`config.mk`:
```
export PLATFORM = sky130hd
export DESIGN_NAME = tmr_timer8
export DESIGN_NICKNAME = d
export VERILOG_FILES = /design/src/tmr_pkg.sv /design/src/tmr_tick_sel.sv /design/src/tmr_timer8.sv
export SDC_FILE = /design/constraint.sdc
export NUM_CORES = 1
export LEC_CHECK = 0
export ABC_AREA = 1
export BUFFER_PORTS_ARGS = -buffer_cell sky130_fd_sc_hd__buf_2
export CORE_ASPECT_RATIO = 1.2
export CORE_MARGIN = 3
export CORE_UTILIZATION = 55
export DETAILED_ROUTE_END_ITERATION = 12
export GPL_TIMING_DRIVEN = 1
export PLACE_DENSITY = 0.83
export SYNTH_ARGS = -nofsm -noshare
export SYNTH_HDL_FRONTEND = slang
export SYNTH_SLANG_ARGS = --single-unit
```
`constraint.sdc`:
```
create_clock -name clk -period 5.05 [get_ports clk]
set_input_delay 0.2525 -clock clk [delete_from_list [all_inputs] [get_ports clk]]
set_output_delay 0.2525 -clock clk [all_outputs]
set_load 0.01 [all_outputs]
```
`src/tmr_pkg.sv`:
```
/*
  Package for the 8-bit timer/counter: register indices, field positions,
  reset values, clock-select and waveform-mode codes.
  Assumes a plain register port with 8-bit data and one-cycle strobes.
*/
package tmr_pkg;
  localparam logic [2:0] TMR_ADDR_CTRL = 3'h0;
  localparam logic [2:0] TMR_ADDR_COUNT = 3'h1;
  localparam logic [2:0] TMR_ADDR_COMPARE = 3'h2;
  localparam logic [2:0] TMR_ADDR_MASK = 3'h3;
  localparam logic [2:0] TMR_ADDR_FLAG = 3'h4;
  localparam logic [2:0] TMR_ADDR_FORCE = 3'h5;

  // control register fields
  localparam int TMR_CS_LSB = 0;
  localparam int TMR_WGM_LSB = 3;
  localparam int TMR_COM_LSB = 5;
  // flag, mask and force bit positions
  localparam int TMR_BIT_OVF = 0;
  localparam int TMR_BIT_CMP = 1;
  localparam int TMR_BIT_FORCE = 0;

  localparam logic [7:0] TMR_BOTTOM = 8'h00;
  localparam logic [7:0] TMR_MAX = 8'hff;
  localparam logic [7:0] TMR_ZERO8 = 8'h00;

  localparam logic [2:0] TMR_CS_STOP = 3'h0;
  localparam logic [2:0] TMR_CS_DIV1 = 3'h1;
  localparam logic [2:0] TMR_CS_DIV8 = 3'h2;
  localparam logic [2:0] TMR_CS_DIV64 = 3'h3;
  localparam logic [2:0] TMR_CS_DIV256 = 3'h4;
  localparam logic [2:0] TMR_CS_DIV1024 = 3'h5;
  localparam logic [2:0] TMR_CS_EXT_FALL = 3'h6;
  localparam logic [2:0] TMR_CS_EXT_RISE = 3'h7;

  localparam logic [1:0] TMR_WGM_NORMAL = 2'h0;
  localparam logic [1:0] TMR_WGM_PCPWM = 2'h1;
  localparam logic [1:0] TMR_WGM_CTC = 2'h2;
  localparam logic [1:0] TMR_WGM_FAST = 2'h3;

  localparam logic [1:0] TMR_COM_NONE = 2'h0;
  localparam logic [1:0] TMR_COM_TOGGLE = 2'h1;
  localparam logic [1:0] TMR_COM_CLEAR = 2'h2;
  localparam logic [1:0] TMR_COM_SET = 2'h3;

  localparam int TMR_PRESCALE_W = 10;
endpackage : tmr_pkg

```
`src/tmr_tick_sel.sv`:
```
/*
  Timer tick selection: free-running prescaler plus external pin edge
  detector, producing a one-cycle tick per selected event.
  Assumes the external pin is already synchronous to clk.
*/
module tmr_tick_sel
  import tmr_pkg::*;
(
  input wire logic clk,
  input wire logic reset,
  input wire logic [2:0] clock_select_field,
  input wire logic external_count_pin,
  output logic timer_tick
);
  typedef struct packed {
    logic [TMR_PRESCALE_W-1:0] pre;
    logic pin_d;
  } tmr_tick_state_type;

  tmr_tick_state_type st_r;
  tmr_tick_state_type st_nxt;
  logic [TMR_PRESCALE_W-1:0] pre_inc;

  always_comb begin
    st_nxt = st_r;
    st_nxt.pre = st_r.pre + 10'h001;
    st_nxt.pin_d = external_count_pin;
  end

  always_ff @(posedge clk) begin
    if (reset) begin
      st_r <= '0;
    end else begin
      st_r <= st_nxt;
    end
  end

  // tap pulses fire when the low bits of the prescaler wrap
  assign pre_inc = st_r.pre + 10'h001;

  always_comb begin
    case (clock_select_field)
      TMR_CS_STOP: timer_tick = 1'b0;
      TMR_CS_DIV1: timer_tick = 1'b1;
      TMR_CS_DIV8: timer_tick = (pre_inc[2:0] == 3'h0);
      TMR_CS_DIV64: timer_tick = (pre_inc[5:0] == 6'h00);
      TMR_CS_DIV256: timer_tick = (pre_inc[7:0] == 8'h00);
      TMR_CS_DIV1024: timer_tick = (pre_inc == 10'h000);
      TMR_CS_EXT_FALL: timer_tick = st_r.pin_d & ~external_count_pin;
      TMR_CS_EXT_RISE: timer_tick = ~st_r.pin_d & external_count_pin;
      default: timer_tick = 1'b0;
    endcase
  end

  property p_stop_no_tick;
    @(posedge clk) disable iff (reset)
      (clock_select_field == TMR_CS_STOP) |-> !timer_tick;
  endproperty
  a_stop_no_tick: assert property (p_stop_no_tick)
    else $error("tick produced while clock select is stopped");
endmodule : tmr_tick_sel

```
`src/tmr_timer8.sv`:
```
/*
  8-bit timer/counter with one compare channel and waveform output.
  Assumes a single-cycle register port, synchronous inputs, and a CPU
  that reports interrupt service through the ack inputs.
*/
// Operation
// - count and compare values are 8-bit CPU-accessible registers.
// - tick comes from prescaler or external pin per clock select.
// - clock select zero gives no tick; counter holds.
// - counter read/write anytime; CPU write beats clear or count.
// - bottom flagged at 0x00, max at 0xff, both used by waveform.
// - top is 0xff or the compare value depending on mode.
// - each tick clears, increments or decrements per mode.
// - overflow flag set where the mode says; may request interrupt.
// - compare runs always; equality sets compare flag one tick later.
// - compare interrupt needs enable bit and global enable.
// - compare flag clears on service or writing one.
// - all sources in flag register, each masked in mask register.
// - compare value double buffered only in PWM modes.
// - buffer copied to active compare only at top or bottom.
// - output driven from match, max, bottom per mode and output mode.
// - force strobe in non-PWM modes makes a forced match.
// - forced match sets no flag, no clear; updates output like match.
// - counter write blocks compare match in the next tick.
// - compare output register keeps value across mode changes.
// - output mode field is unbuffered and acts at once.
// - normal mode counts up, wraps, overflow as count becomes zero.
// - clear-on-compare mode clears counter at match; compare is top.
// - fast PWM counts bottom to max; output per inverting choice.
// - output mode zero leaves the output register alone.
module tmr_timer8
  import tmr_pkg::*;
(
  input wire logic clk,
  input wire logic reset,
  input wire logic [2:0] reg_addr,
  input wire logic [7:0] reg_wdata,
  input wire logic reg_write,
  input wire logic reg_read,
  output logic [7:0] reg_rdata,
  input wire logic external_count_pin,
  input wire logic global_irq_enable,
  input wire logic overflow_irq_ack,
  input wire logic compare_irq_ack,
  output logic overflow_irq,
  output logic compare_irq,
  output logic compare_output,
  output logic compare_output_override
);
  typedef struct packed {
    logic [7:0] count_value;
    logic [7:0] compare_value;
    logic [7:0] compare_buffer;
    logic [2:0] clock_select_field;
    logic [1:0] waveform_mode_field;
    logic [1:0] compare_output_mode_field;
    logic overflow_irq_enable;
    logic compare_irq_enable;
    logic overflow_flag;
    logic compare_flag;
    logic count_down;
    logic block_match;
    logic match_pend;
    logic oc;
    logic [7:0] rdata;
    logic ovf_irq;
    logic cmp_irq;
    logic oc_en;
  } tmr_state_type;

  tmr_state_type st_r;
  tmr_state_type st_nxt;
  logic timer_tick;
  logic pwm_mode;
  logic match;
  logic at_max;
  logic at_bottom;
  logic [7:0] top_value;
  logic wr_count;
  logic wr_compare;
  logic wr_flag;
  logic force_match;
  logic [7:0] cnt_next;
  logic wrap_ovf;
  logic load_buf;

  tmr_tick_sel u_tick (
    .clk(clk),
    .reset(reset),
    .clock_select_field(st_r.clock_select_field),
    .external_count_pin(external_count_pin),
    .timer_tick(timer_tick)
  );

  assign pwm_mode = st_r.waveform_mode_field[0];
  assign match = (st_r.count_value == st_r.compare_value);
  assign at_max = (st_r.count_value == TMR_MAX);
  assign at_bottom = (st_r.count_value == TMR_BOTTOM);
  assign top_value = (st_r.waveform_mode_field == TMR_WGM_CTC) ?
                     st_r.compare_value : TMR_MAX;
  assign wr_count = reg_write && (reg_addr == TMR_ADDR_COUNT);
  assign wr_compare = reg_write && (reg_addr == TMR_ADDR_COMPARE);
  assign wr_flag = reg_write && (reg_addr == TMR_ADDR_FLAG);
  assign force_match = reg_write && (reg_addr == TMR_ADDR_FORCE) &&
                       reg_wdata[TMR_BIT_FORCE] && !pwm_mode;

  // counter sequence and overflow point per waveform mode
  always_comb begin
    cnt_next = st_r.count_value;
    wrap_ovf = 1'b0;
    load_buf = 1'b0;
    case (st_r.waveform_mode_field)
      TMR_WGM_NORMAL: begin
        cnt_next = st_r.count_value + 8'h01;
        wrap_ovf = at_max;
      end
      TMR_WGM_CTC: begin
        if (st_r.count_value == top_value) begin
          cnt_next = TMR_BOTTOM;
        end else begin
          cnt_next = st_r.count_value + 8'h01;
        end
        wrap_ovf = at_max;
      end
      TMR_WGM_FAST: begin
        cnt_next = st_r.count_value + 8'h01;
        wrap_ovf = at_max;
        load_buf = at_max;
      end
      TMR_WGM_PCPWM: begin
        // turn round at both ends; bottom must not wrap to max
        if (at_max) begin
          cnt_next = st_r.count_value - 8'h01;
          load_buf = 1'b1;
        end else if (at_bottom || !st_r.count_down) begin
          cnt_next = st_r.count_value + 8'h01;
        end else begin
          cnt_next = st_r.count_value - 8'h01;
        end
        wrap_ovf = at_bottom && st_r.count_down;
      end
      default: begin
        cnt_next = st_r.count_value;
      end
    endcase
  end

  always_comb begin
    st_nxt = st_r;
    st_nxt.ovf_irq = 1'b0;
    st_nxt.cmp_irq = 1'b0;
    if (timer_tick) begin
      st_nxt.count_value = cnt_next;
      st_nxt.block_match = 1'b0;
      st_nxt.match_pend = match && !st_r.block_match;
      if (st_r.waveform_mode_field == TMR_WGM_PCPWM) begin
        if (at_max) begin
          st_nxt.count_down = 1'b1;
        end else if (at_bottom) begin
          st_nxt.count_down = 1'b0;
        end
      end else begin
        st_nxt.count_down = 1'b0;
      end
      if (load_buf) begin
        st_nxt.compare_value = st_r.compare_buffer;
      end
      // waveform generator; mode field none leaves oc alone
      if (match && !st_r.block_match) begin
        case (st_r.compare_output_mode_field)
          TMR_COM_TOGGLE: begin
            if (!pwm_mode) begin
              st_nxt.oc = ~st_r.oc;
            end
          end
          TMR_COM_CLEAR: begin
            st_nxt.oc = (st_r.waveform_mode_field == TMR_WGM_PCPWM) ?
                        st_r.count_down : 1'b0;
          end
          TMR_COM_SET: begin
            st_nxt.oc = (st_r.waveform_mode_field == TMR_WGM_PCPWM) ?
                        !st_r.count_down : 1'b1;
          end
          default: begin
            st_nxt.oc = st_r.oc;
          end
        endcase
      end
      if (st_r.waveform_mode_field == TMR_WGM_FAST && at_max &&
          st_r.compare_value != TMR_MAX) begin
        if (st_r.compare_output_mode_field == TMR_COM_CLEAR) begin
          st_nxt.oc = 1'b1;
        end else if (st_r.compare_output_mode_field == TMR_COM_SET) begin
          st_nxt.oc = 1'b0;
        end
      end
    end
    // flag set one tick after the match
    if (timer_tick && st_r.match_pend) begin
      st_nxt.compare_flag = 1'b1;
    end else if (compare_irq_ack || (wr_flag && reg_wdata[TMR_BIT_CMP])) begin
      st_nxt.compare_flag = 1'b0;
    end
    if (timer_tick && wrap_ovf) begin
      st_nxt.overflow_flag = 1'b1;
    end else if (overflow_irq_ack ||
                 (wr_flag && reg_wdata[TMR_BIT_OVF])) begin
      st_nxt.overflow_flag = 1'b0;
    end
    if (force_match) begin
      case (st_r.compare_output_mode_field)
        TMR_COM_TOGGLE: st_nxt.oc = ~st_r.oc;
        TMR_COM_CLEAR: st_nxt.oc = 1'b0;
        TMR_COM_SET: st_nxt.oc = 1'b1;
        default: st_nxt.oc = st_r.oc;
      endcase
    end
    if (reg_write) begin
      case (reg_addr)
        TMR_ADDR_CTRL: begin
          st_nxt.clock_select_field = reg_wdata[TMR_CS_LSB +: 3];
          st_nxt.waveform_mode_field = reg_wdata[TMR_WGM_LSB +: 2];
          st_nxt.compare_output_mode_field = reg_wdata[TMR_COM_LSB +: 2];
        end
        TMR_ADDR_COUNT: begin
          st_nxt.count_value = reg_wdata;
          st_nxt.block_match = 1'b1;
          st_nxt.match_pend = 1'b0;
        end
        TMR_ADDR_COMPARE: begin
          st_nxt.compare_buffer = reg_wdata;
          if (!pwm_mode) begin
            st_nxt.compare_value = reg_wdata;
          end
        end
        TMR_ADDR_MASK: begin
          st_nxt.overflow_irq_enable = reg_wdata[TMR_BIT_OVF];
          st_nxt.compare_irq_enable = reg_wdata[TMR_BIT_CMP];
        end
        default: begin
          st_nxt.rdata = st_nxt.rdata;
        end
      endcase
    end
    st_nxt.rdata = TMR_ZERO8;
    if (reg_read) begin
      case (reg_addr)
        TMR_ADDR_CTRL: st_nxt.rdata = {1'b0, st_r.compare_output_mode_field,
          st_r.waveform_mode_field, st_r.clock_select_field};
        TMR_ADDR_COUNT: st_nxt.rdata = st_r.count_value;
        TMR_ADDR_COMPARE: st_nxt.rdata = pwm_mode ? st_r.compare_buffer :
                                         st_r.compare_value;
        TMR_ADDR_MASK: st_nxt.rdata = {6'h00, st_r.compare_irq_enable,
                                       st_r.overflow_irq_enable};
        TMR_ADDR_FLAG: st_nxt.rdata = {6'h00, st_r.compare_flag,
                                       st_r.overflow_flag};
        default: st_nxt.rdata = TMR_ZERO8;
      endcase
    end
    st_nxt.ovf_irq = st_nxt.overflow_flag && st_nxt.overflow_irq_enable &&
                     global_irq_enable;
    st_nxt.cmp_irq = st_nxt.compare_flag && st_nxt.compare_irq_enable &&
                     global_irq_enable;
    st_nxt.oc_en = (st_nxt.compare_output_mode_field !=
                    TMR_COM_NONE);
  end

  always_ff @(posedge clk) begin
    if (reset) begin
      st_r <= '0;
    end else begin
      st_r <= st_nxt;
    end
  end

  assign reg_rdata = st_r.rdata;
  assign overflow_irq = st_r.ovf_irq;
  assign compare_irq = st_r.cmp_irq;
  assign compare_output = st_r.oc;
  assign compare_output_override = st_r.oc_en;

  property p_cmp_flag_after_match;
    @(posedge clk) disable iff (reset)
      (timer_tick && st_r.match_pend) |=> st_r.compare_flag;
  endproperty
  a_cmp_flag_after_match: assert property (p_cmp_flag_after_match)
    else $error("compare flag not set one tick after match");

  property p_stop_holds;
    @(posedge clk) disable iff (reset)
      (st_r.clock_select_field == TMR_CS_STOP && !reg_write) |=>
      $stable(st_r.count_value);
  endproperty
  a_stop_holds: assert property (p_stop_holds)
    else $error("counter moved while stopped");

  property p_write_wins;
    @(posedge clk) disable iff (reset)
      wr_count |=> st_r.count_value == $past(reg_wdata);
  endproperty
  a_write_wins: assert property (p_write_wins)
    else $error("counter write lost");

  property p_normal_ovf;
    @(posedge clk) disable iff (reset)
      (timer_tick && st_r.waveform_mode_field == TMR_WGM_NORMAL && at_max
       && !reg_write) |=> st_r.overflow_flag && st_r.count_value == 8'h00;
  endproperty
  a_normal_ovf: assert property (p_normal_ovf)
    else $error("normal mode wrap did not set overflow");

  property p_ctc_clear;
    @(posedge clk) disable iff (reset)
      (timer_tick && st_r.waveform_mode_field == TMR_WGM_CTC && match &&
       !reg_write) |=> st_r.count_value == 8'h00;
  endproperty
  a_ctc_clear: assert property (p_ctc_clear)
    else $error("clear-on-compare did not clear");

  property p_force_no_flag;
    @(posedge clk) disable iff (reset)
      (force_match && !timer_tick && !st_r.compare_flag) |=>
      !st_r.compare_flag;
  endproperty
  a_force_no_flag: assert property (p_force_no_flag)
    else $error("forced match set the compare flag");

  property p_block_after_write;
    @(posedge clk) disable iff (reset)
      wr_count |=> !st_r.match_pend;
  endproperty
  a_block_after_write: assert property (p_block_after_write)
    else $error("match pending right after counter write");

  property p_cmp_irq_gate;
    @(posedge clk) disable iff (reset)
      compare_irq |-> $past(global_irq_enable) && st_r.compare_irq_enable;
  endproperty
  a_cmp_irq_gate: assert property (p_cmp_irq_gate)
    else $error("compare interrupt without enables");

  property p_com_none_hold;
    @(posedge clk) disable iff (reset)
      (st_r.compare_output_mode_field == TMR_COM_NONE && !reg_write) |=>
      $stable(st_r.oc);
  endproperty
  a_com_none_hold: assert property (p_com_none_hold)
    else $error("output changed with output mode none");
endmodule : tmr_timer8

```
==> out/qor.yml <==
synthesis:
  synth.net_count: 635
  synth.yosys.seq_area_share: 0.319
  synth_warnings: 0
  synth_top_area_share: 0.319
  synth_area_leaders: "sky130_fd_sc_hd__dfxtp_1 (32%), sky130_fd_sc_hd__nand2_1 (16%), sky130_fd_sc_hd__nor2_1 (8.2%)"
  netlist-cell-type-count: 36
  synth-edff-count: 0
  synth_flop_cell: "sky130_fd_sc_hd__dfxtp_1"
  synth_commonest_cells: "sky130_fd_sc_hd__nand2_1 (167), sky130_fd_sc_hd__nor2_1 (84), sky130_fd_sc_hd__inv_1 (70)"
  yosys.cell_count.top_type: "sky130_fd_sc_hd__nand2_1"
  synth_seq_cells: 61
  synth_cells: 608
  ys_async_sr_fraction: 0
  post_synth.cell_area_avg_um2: 6.30
  netlist.top_cell.by_area: "sky130_fd_sc_hd__dfxtp_1"
  synth_area_um2: 3830
cells_and_area:
  syn2layout_area_growth_pct: 7.55
  insertedDiodeCount: 0
  layout-drive-gt1-share: 0.120
  fillers: 629
  layout_nets: 649
timing:
  slew_viol_final: 0
  rsz0062_at_grt: "false"
  timing.final.hold_violations: 0
  maxSlewHeadroom: 0.611
  timing.fmax_mhz: 374
  final.period_utilization: 0.530
  setup-tns-final_ns: 0
  worst-slew-pin-transition_ns: 0.582
  final_period_minus_worst_setup_slack_ns: 2.67
  setup_viol: 0
  skew_ns: 0.0158
global_routing:
  grt_max_degree: 36
  wire_length_of_the_first_global_routing_pass_um: 17200
  overall_global_routing_usage: 0.274
  first_global_vias: 3766
  number_of_antenna_violations_at_the_first_check_in_global_routing: 0
  grt.overflow.total: 0
pwr:
  power_w: 0.00112
  worst_ir_drop_vdd_mv: 0.139
  leakage_component_of_the_power_nw: 1.90
  power-per-cell-area_nw_per_um2: 271
cts:
  cts_resized: 0
  cts_hold_buf: 0
  clock_insertion_delay_worst_skew_ns: 0.35
  cts_tree: "yes"
  post_cts.repair.setup_buffers: 0
  cts_root_buf: "sky130_fd_sc_hd__clkbuf_8"
  max-clock-path-buffers: 2
  clock_tree.htree_level_count: 3
  clk_transition_reported_paths_ns: 0.08
  tritoncts_num_sinks: 61
  cts_buffers: 9
setup_path:
  timing.critical_path.fanout_max: 21
  critPathArrivalTime_ns: 2.90
  criticalPathCategory: "reg -> reg"
  worstSetupStartpointType: "flip-flop"
  cp_data_required_time_ns: 5.28
  crit_path_end_kind: "flip-flop"
  worst-r2r-setup-slack_ns: 2.38
die:
  initial_core_util: 0.579
  die_area_um2: 8000
  io_pins: 31
  die_height_um: 97.4
  core.rowCount: 32
  coreArea_um2: 6610
  die_x_um: 82.2
placement:
  detailedPlacementHpwl_um: 7730
  buffer_ports.inserted: 30
  gp_routability_congestion: 1.02
detailed_routing:
  detail_route.first_pass.iterations: 8
  wirelength_um: 10300
  ant_nets: 0
  vias_per_cell: 5.65
  drc: 0
  vias: 4022
  drtIter0Drc: 313
  wire_per_inst_um: 14.5
flow_run:
  max_cap_violations: 0
outcome:
  run_status: "finished, final reports clean"
worst_hold_path:
  hp-class: "in -> reg"
==> sequential cells by signal, indices dropped and copies added, names as in the netlist <==
register	count
compare_irq	1
st_r	37
compare_output_override	1
pwm_mode	1
overflow_irq	1
u_tick.st_r	11
reg_rdata	8
compare_output	1
==> layer usage <==
layer / wire length, um / track usage
met1: 4440 / 0.363
met2: 4750 / 0.424
met3: 812 / 0.0464
met4: 342 / 0.130
met5: 0 / 0
==> power breakdown <==
group	internal, W	switching, W
Clock	0.000240	0.000198
Sequential	0.000496	0.0000193
Combinational	0.0000549	0.000107
==> layout make-up <==
type / instances / area, um2 / share of cell area
clock buffers: 12 / 145 / 0.0353
clock inverters: 4 / 47.5 / 0.0116
inverters: 76 / 285 / 0.0693
multi-input cells: 443 / 2150 / 0.523
flip-flops and latches: 61 / 1220 / 0.297
well taps: 85 / 106 / 0.0258
repair buffers: 31 / 158 / 0.0383
==> kinds of logic after synthesis <==
group | Yosys count | synth area share
XOR/XNOR | 10 | 0.0229
adder cells (fa/ha/maj) | 8 | 0.0262
flip-flops | 61 | 0.319
AO/OA/AOI/OAI | 95 | 0.144
AND/OR/NAND/NOR | 330 | 0.370
buffers and inverters | 104 | 0.118
==> worst max-delay path, stage by stage, from the launching register on <==
cell and delay (ns):
sky130_fd_sc_hd__dfxtp_1 0.38, sky130_fd_sc_hd__ha_1 0.26, sky130_fd_sc_hd__ha_1 0.27, sky130_fd_sc_hd__nor2_1 0.11, sky130_fd_sc_hd__nand3_1 0.08, sky130_fd_sc_hd__nor2_1 0.08
sky130_fd_sc_hd__nand2_1 0.08, sky130_fd_sc_hd__nand2_1 0.07, sky130_fd_sc_hd__nand2_1 0.05, sky130_fd_sc_hd__nand2_1 0.36, sky130_fd_sc_hd__nand2_2 0.42, sky130_fd_sc_hd__nand2_1 0.15
sky130_fd_sc_hd__nand2_1 0.06, sky130_fd_sc_hd__nor2_1 0.13, sky130_fd_sc_hd__nor2_1 0.06
==> per-stage QoR <==
step | worst slack [ns] | utilization | hold slack (ns) | std cells | instance area, um2
after floorplan | 3.13 | - | 0.377 | 608 | 3830
final | 2.38 | 0.623 | 0.149 | 712 | 4120
after detailed placement | 2.42 | 0.594 | 0.460 | 696 | 3920
after global placement | 2.56 | 0.594 | 0.443 | 696 | 3920
after global routing | 2.07 | 0.623 | 0.166 | 712 | 4120
after CTS | 2.41 | 0.623 | 0.141 | 712 | 4120
==> layout by cell type (no fill, tap or decap), types with 8 or more instances in the layout <==
cell                       Yosys  routed
sky130_fd_sc_hd__o21ai_0      41      41
sky130_fd_sc_hd__clkbuf_8      0      10
sky130_fd_sc_hd__inv_1        70      70
sky130_fd_sc_hd__nor2_2        8       8
sky130_fd_sc_hd__nand3_1      35      35
sky130_fd_sc_hd__ha_1          8       8
sky130_fd_sc_hd__buf_2         5      30
sky130_fd_sc_hd__xor2_1        8       8
sky130_fd_sc_hd__nand4_1      16      16
sky130_fd_sc_hd__nor2_1       84      84
sky130_fd_sc_hd__nand2_1     167     167
sky130_fd_sc_hd__dfxtp_1      61      61
sky130_fd_sc_hd__a21oi_1      26      26
==> final timing paths <==
kind                                  endpoint  depth (start not counted)          startpoint
worst min register to register  u_tick.st_r[1]                          1      u_tick.st_r[1]
worst max-delay path                  st_r[45]                         14      u_tick.st_r[1]
worst max register to register        st_r[45]                         14      u_tick.st_r[1]
worst min-delay path            u_tick.st_r[0]                          3  external_count_pin
Note: power is estimated with default switching activity, not from simulation.
